[src/core/pbc_cfg.svh]
// register offsets, field positions, reset values and timing counts of the break unit
`ifndef PBC_CFG_SVH
`define PBC_CFG_SVH
`define PBC_OFS_ADDR_A      12'h000
`define PBC_OFS_ADDR_B      12'h004
`define PBC_OFS_CTRL_A      12'h008
`define PBC_OFS_CTRL_B      12'h00C
`define PBC_OFS_STOP        12'h010
`define PBC_BIT_FLAG        7
`define PBC_BIT_MASTER      6
`define PBC_BIT_MASK_HI     5
`define PBC_BIT_MASK_LO     3
`define PBC_BIT_COND_HI     2
`define PBC_BIT_COND_LO     1
`define PBC_BIT_IRQ_EN      0
`define PBC_RST_ADDR        24'h00_0000
`define PBC_RST_CTRL        8'h00
`define PBC_RST_STOP        1'b1
`define PBC_MASKBLK_STATES  3
`define PBC_IVALID_STATES   2
`endif

[src/core/pbc_pkg.sv]
// types shared by the break unit and its bench
`default_nettype none
package pbc_pkg;
	// one observed cycle of the on-chip bus
	typedef struct packed {
		logic        valid;
		logic [23:0] addr;
		logic        fetch;
		logic        read;
		logic        write;
		logic        transfer_controller;
	} pbc_bus_t;
	// one instruction-flow event from the cpu
	typedef struct packed {
		logic        exec_start;
		logic [23:0] exec_pc;
		logic        insn_end;
		logic        branch_1word;
		logic        imask_load;
	} pbc_cpu_t;
	// power-down transition requested by the sleep instruction
	typedef enum logic [2:0] {
		PBC_SLP_SLEEP   = 3'h0,
		PBC_SLP_TO_SUB  = 3'h1,
		PBC_SLP_TO_HIGH = 3'h2,
		PBC_SLP_STANDBY = 3'h3
	} pbc_sleep_t;
	// what a pending break is waiting for
	typedef enum logic [1:0] {
		PBC_IDLE      = 2'h0,
		PBC_WAIT_END  = 2'h1,
		PBC_WAIT_XFER = 2'h3,
		PBC_WAIT_MODE = 2'h2
	} pbc_state_t;
endpackage
`default_nettype wire

[src/core/pbc_break_unit.sv]
// two-channel program break comparator with apb register access
// How it works
// - fetch match executing sets flag, breaks first, except on one-word branches
// - condition field picks fetch, read, write, both
// - mask code bits 3..5 drop low bits
// - bit 0 enables request, flag always set
// - data break raised after instruction ends
// - stack and vector reads count as data
// - block move break waits for its end
// - dtc break waits count done or select
// - sleep entry skipped, break, then continue
// - to subactive: transition first, then break
// - to high speed: settle, transition, then break
// - standby or watch: no break, flag set
// - enabled breaks delay one-word branches one state
// - held stopped at reset, registers closed
// - one shared request, handler reads flags
// - flag clears by zero after reading one
// - accept only after dtc returns bus
// - unexecuted fetch after jumps never breaks
// - mask load blocks requests three states
// - conditional branch: break only if executed
// - 24-bit address, upper byte reserved zero
// - mask codes give 0,1,2,3,4,8,12,16 bits
// - channel b mirrors channel a
`timescale 1ns/1ps
`include "pbc_cfg.svh"
`default_nettype none
module pbc_break_unit (
	input  wire logic              pclk,
	input  wire logic              presetn,
	// apb register port
	input  wire logic              psel,
	input  wire logic              penable,
	input  wire logic              pwrite,
	input  wire logic [11:0]       paddr,
	input  wire logic [31:0]       pwdata,
	output logic      [31:0]       prdata,
	output logic                   pready,
	output logic                   pslverr,
	// observed bus and cpu activity
	input  wire pbc_pkg::pbc_bus_t bus_mon,
	input  wire pbc_pkg::pbc_cpu_t cpu_evt,
	// deferral release events
	input  wire logic              block_move_active,
	input  wire logic              block_move_done,
	input  wire logic              dtc_count_done,
	input  wire logic              per_transfer_irq_select,
	input  wire logic              dtc_owns_bus,
	// power-down transitions
	input  wire logic              sleep_exec,
	input  wire pbc_pkg::pbc_sleep_t sleep_kind,
	input  wire logic [23:0]       sleep_next_pc,
	input  wire logic              mode_done,
	// requests back to the cpu
	output logic                   break_irq,
	output logic                   sleep_skip,
	output logic                   extra_state
);
	// register storage
	logic [23:0] break_addr_chan_a_r;     // channel a address
	logic [23:0] break_addr_chan_b_r;     // channel b address
	logic [7:0]  break_ctrl_chan_a_r;     // channel a control and flag
	logic [7:0]  break_ctrl_chan_b_r;     // channel b control and flag
	logic        stop_r;                  // module stop control
	logic [1:0]  read_one_r;              // flag seen as one by software
	logic [1:0]  pend_r;                  // matched, waiting for release
	logic [1:0]  armed_r;                 // released, may request
	logic [1:0]  blk_cnt_r;               // mask-load blocking counter
	logic [31:0] prdata_r;                // read data answer
	logic        pready_r;                // access-phase ready
	logic        pslverr_r;               // unmapped address answer
	logic        break_irq_r;             // shared request
	logic        sleep_skip_r;            // cancel sleep entry
	logic        extra_state_r;           // one-state stretch
	pbc_pkg::pbc_state_t st_r;            // deferral state
	pbc_pkg::pbc_state_t st_nxt;

	// bus decode
	wire setup_ph  = psel & ~penable;
	wire done_ph   = psel & penable & pready_r;
	wire wr_done   = done_ph & pwrite;
	wire rd_done   = done_ph & ~pwrite;
	wire sel_addr_a = (paddr == `PBC_OFS_ADDR_A);
	wire sel_addr_b = (paddr == `PBC_OFS_ADDR_B);
	wire sel_ctrl_a = (paddr == `PBC_OFS_CTRL_A);
	wire sel_ctrl_b = (paddr == `PBC_OFS_CTRL_B);
	wire sel_stop   = (paddr == `PBC_OFS_STOP);
	wire mapped     = sel_addr_a | sel_addr_b | sel_ctrl_a | sel_ctrl_b | sel_stop;
	wire open_regs  = ~stop_r;
	// the stop control itself stays reachable while halted, otherwise the
	// unit could never be started again

	// read mux; reserved bits read zero
	wire [31:0] rd_val =
		(sel_addr_a & open_regs) ? {8'h00, break_addr_chan_a_r} :
		(sel_addr_b & open_regs) ? {8'h00, break_addr_chan_b_r} :
		(sel_ctrl_a & open_regs) ? {24'h00_0000, break_ctrl_chan_a_r} :
		(sel_ctrl_b & open_regs) ? {24'h00_0000, break_ctrl_chan_b_r} :
		sel_stop ? {31'h0000_0000, stop_r} : 32'h0000_0000;

	// per-channel views
	// arrays let the channel loop below stay identical for both channels
	wire [23:0] ch_addr [2];
	wire [7:0]  ch_ctrl [2];
	assign ch_addr[0] = break_addr_chan_a_r;
	assign ch_addr[1] = break_addr_chan_b_r;
	assign ch_ctrl[0] = break_ctrl_chan_a_r;
	assign ch_ctrl[1] = break_ctrl_chan_b_r;

	// codes above four jump to 256-byte, 4k and 64k granules
	// mask code to low-bit mask
	function automatic logic [23:0] mask_of(input logic [2:0] code);
		case (code)
			3'h0: mask_of = 24'h00_0000;
			3'h1: mask_of = 24'h00_0001;
			3'h2: mask_of = 24'h00_0003;
			3'h3: mask_of = 24'h00_0007;
			3'h4: mask_of = 24'h00_000F;
			3'h5: mask_of = 24'h00_00FF;
			3'h6: mask_of = 24'h00_0FFF;
			3'h7: mask_of = 24'h00_FFFF;
			default: mask_of = 24'h00_0000;
		endcase
	endfunction

	// comparator per channel
	// fetch compares use the executing pc rather than bus fetches, so
	// prefetched words after a taken branch or a jump never raise a break
	logic [1:0] fetch_hit;     // executing instruction matches
	logic [1:0] sleep_hit;     // instruction after sleep matches
	logic [1:0] data_hit;      // data cycle matches
	logic [1:0] flag;          // match flags
	logic [1:0] irq_en;        // request enables
	genvar g;
	generate
		for (g = 0; g < 2; g++) begin : g_ch
			wire [2:0]  mcode  = ch_ctrl[g][`PBC_BIT_MASK_HI:`PBC_BIT_MASK_LO];
			wire [1:0]  cond   = ch_ctrl[g][`PBC_BIT_COND_HI:`PBC_BIT_COND_LO];
			wire        any_m  = ch_ctrl[g][`PBC_BIT_MASTER];
			wire [23:0] keep   = ~mask_of(mcode);
			wire [23:0] want   = ch_addr[g] & keep;
			wire        is_fch = (cond == 2'h0);
			wire        rd_ok  = cond[0];
			wire        wr_ok  = cond[1];
			wire        mst_ok = ~bus_mon.transfer_controller | any_m;
			assign fetch_hit[g] = is_fch & cpu_evt.exec_start & ~cpu_evt.branch_1word
				& ((cpu_evt.exec_pc & keep) == want) & ~sleep_exec;
			assign sleep_hit[g] = is_fch & sleep_exec & ((sleep_next_pc & keep) == want);
			// stack and vector reads arrive as data reads
			assign data_hit[g]  = ~is_fch & bus_mon.valid & ~bus_mon.fetch & mst_ok
				& ((bus_mon.addr & keep) == want)
				& ((bus_mon.read & rd_ok) | (bus_mon.write & wr_ok));
			assign flag[g]   = ch_ctrl[g][`PBC_BIT_FLAG];
			assign irq_en[g] = ch_ctrl[g][`PBC_BIT_IRQ_EN];
		end
	endgenerate

	// match qualifiers while running
	// a stopped unit matches nothing new, but keeps its flags for software
	wire       run        = ~stop_r;
	wire [1:0] f_now      = run ? fetch_hit : 2'b00;
	wire [1:0] d_now      = run ? data_hit : 2'b00;
	wire [1:0] s_now      = run ? sleep_hit : 2'b00;
	wire       s_plain    = sleep_exec & (sleep_kind == pbc_pkg::PBC_SLP_SLEEP);
	wire       s_direct   = sleep_exec & ((sleep_kind == pbc_pkg::PBC_SLP_TO_SUB)
		| (sleep_kind == pbc_pkg::PBC_SLP_TO_HIGH));
	wire       s_standby  = sleep_exec & (sleep_kind == pbc_pkg::PBC_SLP_STANDBY);
	wire       via_dtc    = bus_mon.transfer_controller;
	wire       in_block   = block_move_active;
	// events released at once
	wire [1:0] arm_now    = f_now | (s_plain ? s_now : 2'b00);
	// events deferred to a later moment
	wire [1:0] defer_now  = d_now | (s_direct ? s_now : 2'b00);

	// release conditions per wait kind
	// a data match made by the transfer controller waits for its count or the per-transfer select
	// data break after instruction end
	wire rel_end  = cpu_evt.insn_end & ~in_block;
	wire rel_blk  = block_move_done;
	// dtc count done or per-transfer select
	wire rel_xfer = dtc_count_done | per_transfer_irq_select;
	wire rel_mode = mode_done;

	// deferral state machine
	// only one wait is tracked: a second deferred match joins the one in flight
	// and is released with it, which may bring its request a little early
	// a block move takes precedence over the plain end of instruction, as
	// one move instruction spans many transfers
	always_comb begin
		st_nxt = st_r;
		case (st_r)
			pbc_pkg::PBC_IDLE: begin
				if (|defer_now) begin
					if (s_direct)
						st_nxt = pbc_pkg::PBC_WAIT_MODE;
					else if (via_dtc)
						st_nxt = pbc_pkg::PBC_WAIT_XFER;
					else
						st_nxt = pbc_pkg::PBC_WAIT_END;
				end
			end
			pbc_pkg::PBC_WAIT_END: begin
				if (in_block ? rel_blk : rel_end)
					st_nxt = pbc_pkg::PBC_IDLE;
			end
			pbc_pkg::PBC_WAIT_XFER: begin
				if (rel_xfer)
					st_nxt = pbc_pkg::PBC_IDLE;
			end
			pbc_pkg::PBC_WAIT_MODE: begin
				if (rel_mode)
					st_nxt = pbc_pkg::PBC_IDLE;
			end
			default: st_nxt = pbc_pkg::PBC_IDLE;
		endcase
	end
	wire release_now = (st_r != pbc_pkg::PBC_IDLE) && (st_nxt == pbc_pkg::PBC_IDLE);
	wire [1:0] rel_flag   = release_now ? pend_r : 2'b00;
	// sleep matches bound to a transition wait like data matches
	wire [1:0] s_flag_now = s_direct ? 2'b00 : s_now;
	// events that set flags this cycle
	wire [1:0] set_flag   = f_now | s_flag_now | rel_flag;

	// state register
	always_ff @(posedge pclk or negedge presetn) begin
		if (!presetn)
			st_r <= pbc_pkg::PBC_IDLE;
		else
			st_r <= st_nxt;
	end

	// software clear of flags after reading one
	// zero written after one was read
	wire [1:0] wr_ctrl    = {wr_done & sel_ctrl_b & open_regs, wr_done & sel_ctrl_a & open_regs};
	wire [1:0] clr_flag   = wr_ctrl & read_one_r & {2{~pwdata[`PBC_BIT_FLAG]}};
	wire [1:0] rd_ctrl    = {rd_done & sel_ctrl_b & open_regs, rd_done & sel_ctrl_a & open_regs};

	// flag next values, set wins over clear
	wire [1:0] flag_nxt   = set_flag | (flag & ~clr_flag);

	// register writes and flag updates
	// the flag bit is never written from the bus: software can only clear it,
	// and only through the read-one handshake
	always_ff @(posedge pclk or negedge presetn) begin
		if (!presetn) begin
			break_addr_chan_a_r <= `PBC_RST_ADDR;
			break_addr_chan_b_r <= `PBC_RST_ADDR;
			break_ctrl_chan_a_r <= `PBC_RST_CTRL;
			break_ctrl_chan_b_r <= `PBC_RST_CTRL;
			stop_r              <= `PBC_RST_STOP;
		end else begin
			if (wr_done & sel_addr_a & open_regs)
				break_addr_chan_a_r <= pwdata[23:0];
			if (wr_done & sel_addr_b & open_regs)
				break_addr_chan_b_r <= pwdata[23:0];
			if (wr_ctrl[0])
				break_ctrl_chan_a_r[6:0] <= pwdata[6:0];
			if (wr_ctrl[1])
				break_ctrl_chan_b_r[6:0] <= pwdata[6:0];
			// flag also set on standby entry
			break_ctrl_chan_a_r[`PBC_BIT_FLAG] <= flag_nxt[0];
			break_ctrl_chan_b_r[`PBC_BIT_FLAG] <= flag_nxt[1];
			if (wr_done & sel_stop)
				stop_r <= pwdata[0];
		end
	end

	// read-one tracking, dropped once the flag is cleared
	// a flag of zero in the read's access cycle does not arm the clear, so a flag set after that cycle
	// is never lost to a stale clear
	always_ff @(posedge pclk or negedge presetn) begin
		if (!presetn)
			read_one_r <= 2'b00;
		else
			read_one_r <= (read_one_r | (rd_ctrl & flag)) & flag_nxt;
	end

	// pending and armed channel sets
	// a channel stays armed while its flag stands; clearing the flag disarms it
	always_ff @(posedge pclk or negedge presetn) begin
		if (!presetn) begin
			pend_r  <= 2'b00;
			armed_r <= 2'b00;
		end else begin
			pend_r  <= release_now ? defer_now : (pend_r | defer_now);
			armed_r <= (armed_r | arm_now | (release_now ? pend_r : 2'b00)) & flag_nxt;
		end
	end

	// the counter starts on the load itself; with the request register behind
	// it, requests stay low for three sampled cycles
	// mask load blocks requests for a while
	always_ff @(posedge pclk or negedge presetn) begin
		if (!presetn)
			blk_cnt_r <= 2'h0;
		else if (cpu_evt.imask_load)
			blk_cnt_r <= 2'(`PBC_MASKBLK_STATES);
		else if (blk_cnt_r != 2'h0)
			blk_cnt_r <= blk_cnt_r - 2'h1;
	end

	// the request is a level: it stays up while a flag is armed and enabled,
	// so a flag left set asks again once the handler returns
	// one shared request for both channels
	// held off while the dtc owns the bus
	wire irq_nxt = (|(armed_r & flag & irq_en)) & ~dtc_owns_bus & (blk_cnt_r == 2'h0);

	// the stretch follows the enable bits and the stop control, not whether a break is pending
	// one-word branches stretched while enabled
	wire extra_nxt = cpu_evt.branch_1word & (|irq_en) & run;

	// cancel sleep entry when a break stands
	wire skip_nxt = s_plain & (|s_now);

	// request and cpu-side strobes
	always_ff @(posedge pclk or negedge presetn) begin
		if (!presetn) begin
			break_irq_r   <= 1'b0;
			extra_state_r <= 1'b0;
			sleep_skip_r  <= 1'b0;
		end else begin
			break_irq_r   <= irq_nxt;
			extra_state_r <= extra_nxt;
			sleep_skip_r  <= skip_nxt;
		end
	end

	// apb answer: registered in setup, ready in first access cycle
	// every access completes with no wait state, so a master never stalls here;
	// read data are captured at setup, which keeps prdata off the long mux path
	// but shows software the flag one cycle before the access cycle that arms the clear
	always_ff @(posedge pclk or negedge presetn) begin
		if (!presetn) begin
			prdata_r  <= 32'h0000_0000;
			pready_r  <= 1'b0;
			pslverr_r <= 1'b0;
		end else if (setup_ph) begin
			prdata_r  <= pwrite ? 32'h0000_0000 : rd_val;
			pready_r  <= 1'b1;
			pslverr_r <= ~mapped;
		end else begin
			pready_r  <= 1'b0;
			pslverr_r <= 1'b0;
		end
	end

	// outputs straight from flip-flops
	// no output is decoded combinationally, so the cpu sees clean levels
	assign prdata      = prdata_r;
	assign pready      = pready_r;
	assign pslverr     = pslverr_r;
	assign break_irq   = break_irq_r;
	assign sleep_skip  = sleep_skip_r;
	assign extra_state = extra_state_r;
endmodule // pbc_break_unit
`default_nettype wire

[config.mk]
export PLATFORM = sky130hd
export DESIGN_NAME = pbc_break_unit
export DESIGN_NICKNAME = d
export VERILOG_FILES = /design/src/core/pbc_pkg.sv /design/src/core/pbc_break_unit.sv
export VERILOG_INCLUDE_DIRS = /design/src /design/src/core
export SDC_FILE = /design/constraint.sdc
export NUM_CORES = 1
export LEC_CHECK = 0
export BUFFER_PORTS_ARGS = -buffer_cell sky130_fd_sc_hd__buf_2
export CORE_MARGIN = 8
export CORE_UTILIZATION = 50
export DETAILED_ROUTE_END_ITERATION = 10
export MAX_ROUTING_LAYER = met4
export PLACE_DENSITY_LB_ADDON = 0.3
export SYNTH_ARGS = -nofsm -noshare
export SYNTH_HDL_FRONTEND = slang
export SYNTH_SLANG_ARGS = --single-unit
[constraint.sdc]
create_clock -name pclk -period 5.3 [get_ports pclk]
set_input_delay 1.59 -clock pclk [delete_from_list [all_inputs] [get_ports pclk]]
set_output_delay 1.59 -clock pclk [all_outputs]
set_load 0.005 [all_outputs]
== Word-level counts from Yosys, hierarchy flattened ==
Memories as Yosys holds them, arrays and structs flattened.
Cells that the tools add are included.

* Flip-flop bits (word level): 112
* Bits in read-only memories: 256
* Bits of input ports: 140
* Output and inout bits: 37
* Word-level logic and storage cells: 184
* Memories kept: 2

* Add/subtract/negate cells: 1
* Equality and inequality tests: 15
* Muxes and demuxes: 26
* Bitwise operators: 107
* Reduce and logical (&&, ||, !) cells: 15

{| class="wikitable"
|+ Memories
! memory !! words !! width !! read ports !! clocked after memory_dff !! wr ports !! RTL line !! text
|-
| (name not given) || 8 || 16 || 1 || 0 || 0 || pbc_break_unit.sv:114 || <nowiki>case (code)</nowiki>
|-
| (name not given) || 8 || 16 || 1 || 0 || 0 || pbc_break_unit.sv:114 ||
|}

{| class="wikitable"
|+ Operators by type and width
! operator !! count
|-
| $and 24x24->24 || 8
|-
| $eq 24x24->1 || 6
|-
| $mux 24 || 3
|-
| $and 1x1->1 || 56
|-
| $not 24->24 || 2
|-
| $mux 2 || 16
|-
| $eq 12x4->1 const B || 2
|-
| $or 2x2->2 || 9
|-
| $and 2x2->2 || 8
|-
| $mux 8 || 2
|-
| $not 1->1 || 13
|-
| $eq 12x3->1 const B || 1
|-
| $eq 12x5->1 const B || 1
|-
| $logic_not 12->1 || 1
|-
| $logic_not 2->1 || 5
|-
| $or 1x1->1 || 10
|-
| $pmux 2 s4 || 1
|-
| $reduce_or 2->1 || 4
|-
| $reduce_bool 2->1 || 3
|-
| $eq 2x2->1 const B || 2
|-
| $mux 1 || 4
|-
| $eq 3x1->1 const B || 1
|-
| $eq 3x2->1 const B || 1
|-
| $logic_not 3->1 || 1
|-
| other kinds (4) || 4
|}

== Depth between registers and ports, before layout ==
Gate-level depths: netlist of the first run.

* Word-level depth: 18
* Depth in mapped cells: 9
* Gate-level depth less buffers: 7

== Worst setup path after synthesis of the first run ==
OpenSTA, ideal clock, no wires.

* Kind: input -> register
* Start point: input paddr[9]
* End point: register break_addr_chan_b_r[13]
* Setup time: 0.125 ns
* Arrival: 3.544 ns
* Required time: 5.175 ns
* Slack: 1.631 ns
* Stages on the path: 8
* Buffers on the path: 3
* Cell sequence: or4_1 nor4_1 and4b_1 buf_2 and2b_1 buf_4 buf_4 mux2_2

* Word-level cells in the longest chain between the ends: 3

{| class="wikitable"
|+ RTL lines
! item !! RTL line !! text
|-
| start: declaration || pbc_break_unit.sv:36 || <nowiki>input wire logic [11:0] paddr,</nowiki>
|-
| $eq 12x3->1 (no source line) || n/a ||
|-
| $and 1x1->1 (2 in series) || pbc_break_unit.sv:255 || <nowiki>if (wr_done & sel_addr_b & open_regs)</nowiki>
|-
| end signal: assignment || pbc_break_unit.sv:248 || <nowiki>break_addr_chan_b_r <= `PBC_RST_ADDR;</nowiki>
|-
| end signal: assignment || pbc_break_unit.sv:256 || <nowiki>break_addr_chan_b_r <= pwdata[23:0];</nowiki>
|-
| end: declaration || pbc_break_unit.sv:62 || <nowiki>logic [23:0] break_addr_chan_b_r;</nowiki>
|}

Every way passes these cells.
A chain may end at the register's enable or synchronous reset.

== Final worst setup path of the first run ==
* Start point: input paddr[9]
* End point: register break_addr_chan_b_r[20]

Same word-level chain as after synthesis.

==> flow_summary.toml, run 1 <==
[place]
dp_hpwl_mm = 16.50
io_buffers = 160
place_congestion = 0.9299
place_ws_ns = 1.076

[power_and_ir_drop]
seqPwrFrac_pct = 45.0
pwr-share-comb_pct = 11.0
p_leak_nw = 3.656
power_density_nw_per_um2 = 229.5
power.internal_w = 0.001345
p_switching_w = 0.0004327
vdd_drop_max_mv = 0.1553
swShare_pct = 24.34
clkPwrFrac_pct = 44.1

[critical_path]
crit_path_max_fanout = 16
crit_path_end_kind = "flop"
critPathArrivalTime_ns = 4.17
start_kind = "primary input"
critPathKind = "in2reg"
required_ns = 5.54

[yosys]
synth_area_leaders = "dfrtp_1 40%, xnor2_1 11%, mux2_2 11%"
ys_warn_count = 0
syn_avg_cell_area_um2 = 10.13
syn_area_um2 = 6511
synth-edff-count = 0
synthFlopType = "dfrtp_1"
async_reset_ff_share_pct = 100.0
synth_top_area_share_pct = 39.58
syn_inst = 643
yosys.area.top_type = "dfrtp_1"
synth.distinct_cells = 60
yosys_register_bits = 104
seq_area_frac_synth_pct = 39.99

[sta]
maxSlewHeadroom_pct = 36.25
hold_violations = 0
worstMarginPinSlew_ns = 0.9563
setup_viol_count_final = 0
fin_hold_ws_ns = 0.4786
min_period_ns = 3.923
finalMaxSlewViolations = 0
finClkSkew_ns = 0.008687
rsz0062_at_grt = "false"
final.setup.tns_ns = 0
fin_crit_sh_pct = 74.01
max_freq_mhz = 254.9
worst_slack_ns = 1.377

[layout]
final_nets = 923
fin_util_pct = 61.13
syn2layout_area_growth_pct = 18.97
drive_above_1_share_pct = 31.89
antennaDiodeCount = 0

[clock_tree]
cts_tree = "built"
hold_buffers = 0
numCtsBuffers = 9
cts-root-buf = "clkbuf_16"
cts_setup_buffers = 0
cts.sinks = 104
cts_resized = 0
clock_path_buffers = 2
cts-htree-levels = 3
clkLatencyLatePin_ns = 0.36
clk_pin_slew_worst_paths_ns = 0.07

[die]
rows = 41
die-width_um = 130.1
die_y_um = 130.1
core_um2 = 12670
start_util_pct = 51.39
io_pins = 177
die_area_um2 = 16930

[global_routing]
grt_overflow_total = 0
gr-usage-all-layers_pct = 26.83
grt_max_degree = 73
grt_pass1_wl_mm = 33.32
antenna_found_initial = 0
first_global_vias = 6059

[routing]
drt_wl_total_mm = 21.64
drt_iter0_markers = 621
drc = 0
vias = 5638
first_pass_iters = 6
avgViaCountPerCell = 5.879
wl_per_cell_um = 22.57
ant_nets = 0

[worst_hold_path]
hold_path_class = "reg2reg"

[outcome]
outcome = "complete, no violations"

[run]
maxCapViolCount = 0
## area by class of cell
class | count | area (um2)
fill | 1052 | 4925
multi-input combinational | 491 | 3672
sequential | 104 | 2604
timing repair buffer | 166 | 873.3
clock buffer | 10 | 229.0
tap | 172 | 215.2
clock inverter | 6 | 115.1
inverter | 10 | 37.54
## synth_stat cells, drive strengths merged (2+ instances only)
master / n
buf: 18
nand2b: 8
o22ai: 2
mux2: 61
and3: 2
a21o: 9
a22oi: 20
a221oi: 2
nand4b: 2
and2: 2
a211oi: 4
nand2: 46
o2111ai: 5
a21oi: 21
inv: 10
a31oi: 4
clkbuf: 27
o211ai: 5
or4: 3
dfrtp: 103
or2: 2
nor4b: 2
o31ai: 2
o2bb2ai: 2
xnor2: 81
nor4: 13
or3: 2
nor2b: 2
a22o: 2
o41ai: 2
xor2: 63
nand3: 9
nor3b: 2
a41oi: 2
nor2: 17
mux2i: 2
o21ai: 41
nor3: 11
a222oi: 6
nand4: 10
## sequential cells by signal, summed over array words and instances (netlist names)
name                 cells
pend_r                   2
sleep_skip               1
break_addr_chan_b_r     24
break_ctrl_chan_a_r      8
pready                   1
read_one_r               2
st_r                     2
stop_r                   1
break_ctrl_chan_b_r      8
break_addr_chan_a_r     24
pslverr                  1
break_irq                1
prdata                  24
extra_state              1
blk_cnt_r                2
armed_r                  2
## layer usage
layer | track usage, % | routed length, um | vias to the layer above
li1 | - | - | 2557
met1 | 34.79 | 9243 | 2725
met2 | 40.10 | 10000 | 290
met3 | 4.162 | 1543 | 66
met4 | 13.46 | 854 | 0
met5 | - | 0 | -
## power groups by stage
| stage | clock network (W) | logic, W | registers (W) |
|---|---|---|---|
| finish | 0.000784 | 0.000195 | 0.000799 |
| global route | 0.000820 | 0.000214 | 0.000800 |
| global placement | 0 | 0.000188 | 0.000815 |
| detailed placement | 0 | 0.000193 | 0.000815 |
| floorplan | 0 | 0.0000822 | 0.000815 |
| CTS | 0.000792 | 0.000195 | 0.000799 |
## cells in the final DEF (no fill, tap or decap), drive strengths merged, types with 3 or more instances in the layout
cell type  netlist  routed
o211ai           5       5
or4              3       3
nand4           10      10
a31oi            4       4
inv             10      11
conb             1       8
a211oi           4       4
a21oi           21      21
nor3            11      11
a222oi           6       6
a22oi           20      20
xnor2           81      81
bufinv           0       3
o21ai           41      41
xor2            63      63
nand3            9       9
nor2            17      17
nand2           46      46
nor4            13      13
dfrtp          103     103
mux2            61      61
nand2b           8       8
clkbuf          27      10
o2111ai          5       5
buf             18     166
a21o             9       9
## worst paths after layout
check,end,slack (ns),depth (start not counted),startpoint
max,break_addr_chan_b_r[20]$_DFFE_PN0P_,1.38,7,paddr[9]
min,prdata[2]$_DFFE_PN0P_,0.48,1,prdata[2]$_DFFE_PN0P_
max reg2reg,st_r[0]$_DFF_PN0_,2.42,6,stop_r$_DFFE_PN1P_
min reg2reg,prdata[2]$_DFFE_PN0P_,0.48,1,prdata[2]$_DFFE_PN0P_
max in group asynchronous,break_addr_chan_b_r[12]$_DFFE_PN0P_,2.92,2,presetn
min in group asynchronous,blk_cnt_r[1]$_DFFE_PN0P_,1.36,1,presetn
## metrics by stage
step,total power (W),area (um2),std cells
4_1_cts,0.001786,7746,959
5_1_grt,0.001834,7746,959
3_3_place_gp,0.001002,7402,943
2_1_floorplan,0.0008970,6538,650
6_report,0.001778,7746,959
3_5_place_dp,0.001008,7402,943
## critical path: stages
cell and delay [ns]:
buf_2 0.10, or4_1 0.53, nor4_1 0.48, and4b_1 0.29
and2b_1 0.57, buf_12 0.25, mux2_2 0.35
## logic make-up after synthesis
group                    synth area share [%]
XOR/XNOR                                19.37
other                                 0.05759
buffers and inverters                   4.055
multiplexers                            10.86
AND/OR/NAND/NOR                         11.49
flip-flops                              39.99
adder cells (fa/ha/maj)                0.1921
AO/OA/AOI/OAI                           13.99
(Power assumes the default switching activity.)
==> run 2: changes to the inputs <==
- CORE_UTILIZATION: 50 -> 48
- clock period: 5.3 -> 3.55 ns (I/O delays scaled with it)
==> flow_summary.toml, run 2 (synthesis gave the netlist of run 1 again) <==
[outcome]
outcome = "complete, no violations"

[layout]
drive_above_1_share_pct = 32.16
multi_input_area_um2 = 3672
antennaDiodeCount = 0
fin_util_pct = 58.52
syn2layout_area_growth_pct = 19.02
final_nets = 932
layout_commonest_cell = "buf_2"
regArea_um2 = 2604
fillerInstances = 1157
layout_common_cells = "159 x buf_2, 103 x dfrtp_1, 81 x xnor2_1, 63 x xor2_1, 61 x mux2_2"

[sta]
finalMaxSlewViolations = 0
setup_viol_count_final = 0
worstMarginPinSlew_ns = 0.6118
max_freq_mhz = 326.2
fin_hold_ws_ns = 0.4736
maxSlewHeadroom_pct = 58.64
finClkSkew_ns = 0.007715
rsz0062_at_grt = "false"
final.setup.tns_ns = 0
min_period_ns = 3.066
fin_crit_sh_pct = 86.36
hold_violations = 0

[clock_tree]
cts-htree-levels = 3
clock_path_buffers = 2
cts-root-buf = "clkbuf_16"
clkLatencyLatePin_ns = 0.35
numCtsBuffers = 9
hold_buffers = 0
cts.sinks = 104
cts_setup_buffers = 0
clk_pin_slew_worst_paths_ns = 0.07
cts_tree = "built"
cts_resized = 0

[critical_path]
critPathKind = "in2reg"
r2r_setup_slack_ns = 0.90
rr_worst_depth = 6
r2r-start = "stop_r$_DFFE_PN1P_"
crit_path_end_kind = "flop"
crit_path_max_fanout = 6
crit_path_start = "paddr[9]"
required_ns = 3.81
start_kind = "primary input"
critPathArrivalTime_ns = 3.33

[global_routing]
top_usage_layer = "met2"
grt_overflow_total = 0
gr-usage-all-layers_pct = 24.83
antenna_found_initial = 0
grt_util_met3_pct = 3.823
grt_pass1_wl_mm = 33.44
gr-usage-met1_pct = 32.14
grt_util_met2_pct = 39.35
grt_max_degree = 44
first_global_vias = 6013

[routing]
drc = 0
ant_nets = 0
drt_iter0_markers = 553
vias = 5585
wl_per_cell_um = 21.85
avgViaCountPerCell = 5.746
drt_wl_total_mm = 21.24
first_pass_iters = 5

[die]
start_util_pct = 49.17
die_y_um = 132.5
die-width_um = 132.5
die_area_um2 = 17550
core_um2 = 13240
rows = 42
io_pins = 177

[power_and_ir_drop]
seqPwrFrac_pct = 49.4
vdd_drop_max_mv = 0.2024
pwr-share-comb_pct = 12.2
power_density_nw_per_um2 = 311.9
p_switching_w = 0.0006034
power.internal_w = 0.001814
p_leak_nw = 3.674
clkPwrFrac_pct = 38.4
swShare_pct = 24.96
power_w = 0.002417

[place]
io_buffers = 160
place_congestion = 0.9234
dp_hpwl_mm = 16.38

[worst_hold_path]
hold_depth = 2
hold_path.startpoint = "prdata[22]$_DFFE_PN0P_"
hold_path_class = "reg2reg"

[run]
maxCapViolCount = 0
[run 2: changes by cell type in the layout (fill, tap and decap cells not counted)]
cell        change
buf_4           +8
clkbuf_1        +4
bufinv_16       -3
buf_12          +1
clkbuf_8        +1
clkinv_2        +1
clkinv_4        -1
clkinvlp_4      -1
inv_6           -1
[run 2: worst max-delay path, stage by stage]
cell and delay [ns]:
buf_2 0.10, or4_1 0.54, or4_1 0.70, nor2_2 0.35
a221oi_1 0.19, a21oi_1 0.16, a21oi_1 0.05, o21ai_0 0.18
[run 2: cell type report]
cell class	count	area share (%)
multi-input cells	491	47.38
flip-flops and latches	104	33.60
repair buffers	175	12.30
clock buffers	15	3.326
well taps	176	2.841
inverters	10	0.4843
clock inverters	1	0.06458
[run 2: stage by stage]
stage / instances / cell area (um2) / worst slack (ns)
after floorplan: 650 / 6538 / 0.4058
after global placement: 956 / 7487 / 0.2213
after detailed placement: 956 / 7487 / 0.1421
after CTS: 972 / 7750 / 0.5102
after global routing: 972 / 7750 / 0.3783
final: 972 / 7750 / 0.4841
[run 2: layer usage]
metal / up-vias / part of all wire (%)
li1: 2579 / -
met1: 2779 / 45
met2: 199 / 47
met3: 28 / 5.7
met4: 0 / 1.9
met5: - / 0
[run 2: final timing paths]
kind,end
max in group asynchronous,prdata[20]$_DFFE_PN0P_
worst min-delay path,prdata[22]$_DFFE_PN0P_
worst max-delay path,prdata[7]$_DFFE_PN0P_
worst min register to register,prdata[22]$_DFFE_PN0P_
min in group asynchronous,pready$_DFF_PN0_
worst max register to register,st_r[0]$_DFF_PN0_
[run 2: power by group through the flow]
| stage | clock, W | sequential [W] | combinational, W |
|---|---|---|---|
| 6_report | 0.000928 | 0.00119 | 0.000295 |
| 5_1_grt | 0.000986 | 0.00119 | 0.000322 |
| 4_1_cts | 0.000943 | 0.00119 | 0.000294 |
| 3_5_place_dp | 0 | 0.00122 | 0.000292 |
| 3_3_place_gp | 0 | 0.00122 | 0.000285 |
| 2_1_floorplan | 0 | 0.00122 | 0.000123 |
==> run 3: changes to the inputs <==
- CORE_ASPECT_RATIO: not set -> 1.2
- clock period: 3.55 -> 2.64 ns (I/O delays scaled with it)
==> flow_summary.toml, run 3 (synthesis gave the netlist of run 1 again) <==
[global_routing]
top_usage_layer = "met2"
gr-usage-all-layers_pct = 25.09
grt_max_degree = 57
grt_util_met2_pct = 41.35
gr-usage-met1_pct = 30.02
grt_pass1_wl_mm = 33.23
grt_overflow_total = 0
antenna_found_initial = 0
first_global_vias = 6264
grt_util_met3_pct = 3.965

[critical_path]
r2r-end = "st_r[1]$_DFF_PN0_"
crit_buf_inv = 3
start_kind = "primary input"
crit_path_end_kind = "flop"
rr_worst_depth = 8
slowest_delay_ns = 0.54
crit_path_max_fanout = 7
r2r-start = "break_addr_chan_a_r[11]$_DFFE_PN0P_"
critPathKind = "in2reg"
critPathArrivalTime_ns = 2.85
slowest_stage = "or4_4"
required_ns = 2.87
path_delay_family = "simple AND/OR/NAND/NOR gates"
r2r_setup_slack_ns = 0.27
crit_path_start = "paddr[9]"
path_cells = "buf_2 -> or4_4 -> or4_4 -> buf_6 -> nor4_4 -> buf_6 -> mux2_2"

[sta]
rsz0062_at_grt = "true"
fin_hold_ws_ns = 0.2958
maxSlewHeadroom_pct = 62.48
max_freq_mhz = 381.2
worstMarginPinSlew_ns = 0.5628
hold_violations = 0
min_period_ns = 2.623
finalMaxSlewViolations = 0
setup_viol_count_final = 0
finClkSkew_ns = 0.01120
worst_slack_ns = 0.01665
fin_crit_sh_pct = 99.37

[die]
rows = 46
core_um2 = 13240
die-width_um = 122.3
die_y_um = 143.6
die_area_um2 = 17560
start_util_pct = 49.19
io_pins = 177

[layout]
fillerInstances = 1147
multi_input_area_um2 = 3736
final_cells = 983
fin_util_pct = 60.19
syn2layout_area_growth_pct = 22.37
layout_commonest_cell = "buf_2"
layout_common_cells = "159 x buf_2, 103 x dfrtp_1, 81 x xnor2_1, 63 x xor2_1, 55 x mux2_2"
regArea_um2 = 2604
final_nets = 951
antennaDiodeCount = 0
drive_above_1_share_pct = 34.72

[clock_tree]
clk_pin_slew_worst_paths_ns = 0.07
clock_path_buffers = 2
cts_setup_buffers = 0
cts_tree = "built"
cts-root-buf = "clkbuf_16"
cts-htree-levels = 3
clkLatencyLatePin_ns = 0.34
cts.sinks = 104
numCtsBuffers = 9

[run]
maxCapViolCount = 0

[routing]
drc = 0
vias = 5793
ant_nets = 0
drt_iter0_markers = 487
wl_per_cell_um = 21.65
first_pass_iters = 5
drt_wl_total_mm = 21.28
avgViaCountPerCell = 5.893

[place]
dp_hpwl_mm = 16.65
place_ws_ns = -0.3530
dp_cells = 967
io_buffers = 160
place_congestion = 0.9403

[power_and_ir_drop]
vdd_drop_max_mv = 0.2726
p_leak_nw = 3.795
power_density_nw_per_um2 = 405.1
power_w = 0.003227

[worst_hold_path]
hold_path_class = "in2async"

[outcome]
outcome = "complete, no violations"
[run 3: changes by cell type in the layout (fill, tap and decap cells not counted), moves of 2 or more]
cell	before	now
clkinv_2	1	3
clkbuf_1	5	3
buf_6	0	3
or4_1	3	1
buf_4	13	28
nor4_1	12	10
mux2_4	0	6
mux2_2	61	55
or4_4	0	2
[run 3: stage by stage]
stage | TNS [ns] | instance area [um2]
floorplan | -9.514 | 6584
global route | -0.03559 | 7968
global placement | -20.86 | 7665
finish | 0 | 7968
detailed placement | -24.89 | 7665
CTS | 0 | 7929
[run 3: worst max-delay path by stage]
stage	endpoint	slack (ns)	cells after the start
CTS	st_r[0]$_DFF_PN0_	0.01	7
global placement	break_ctrl_chan_a_r[4]$_DFFE_PN0P_	-0.32	7
floorplan	break_addr_chan_a_r[10]$_DFFE_PN0P_	-0.20	8
detailed placement	break_ctrl_chan_a_r[5]$_DFFE_PN0P_	-0.35	7
global route	st_r[0]$_DFF_PN0_	-0.03	7
finish	break_ctrl_chan_a_r[5]$_DFFE_PN0P_	0.02	7
[run 3: metal layers]
| layer | routed length (um) | up-vias | share of wire, % |
|---|---|---|---|
| li1 | - | 2608 | - |
| met1 | 8535 | 2863 | 40 |
| met2 | 10680 | 265 | 50 |
| met3 | 1368 | 57 | 6.4 |
| met4 | 690 | 0 | 3.2 |
| met5 | 0 | - | 0 |
[run 3: repair_timing]
item / in CTS / in global routing
gates resized for setup: 1 / 8
pin swaps: 0 / 3
setup endpoints to repair: 1 / 45
hold buffers: 0 / 0
[run 3: cell type report]
type,count,area share [%]
clock buffers,12,2.968
inverters,10,0.4711
repair buffers,194,14.05
clock inverters,4,0.2984
multi-input cells,491,46.89
well taps,168,2.638
flip-flops and latches,104,32.68
[run 3: report_power, final]
part           switching (W)  internal (W)
Combinational       0.000226      0.000178
Clock               0.000580      0.000638
Sequential        0.00000456       0.00160
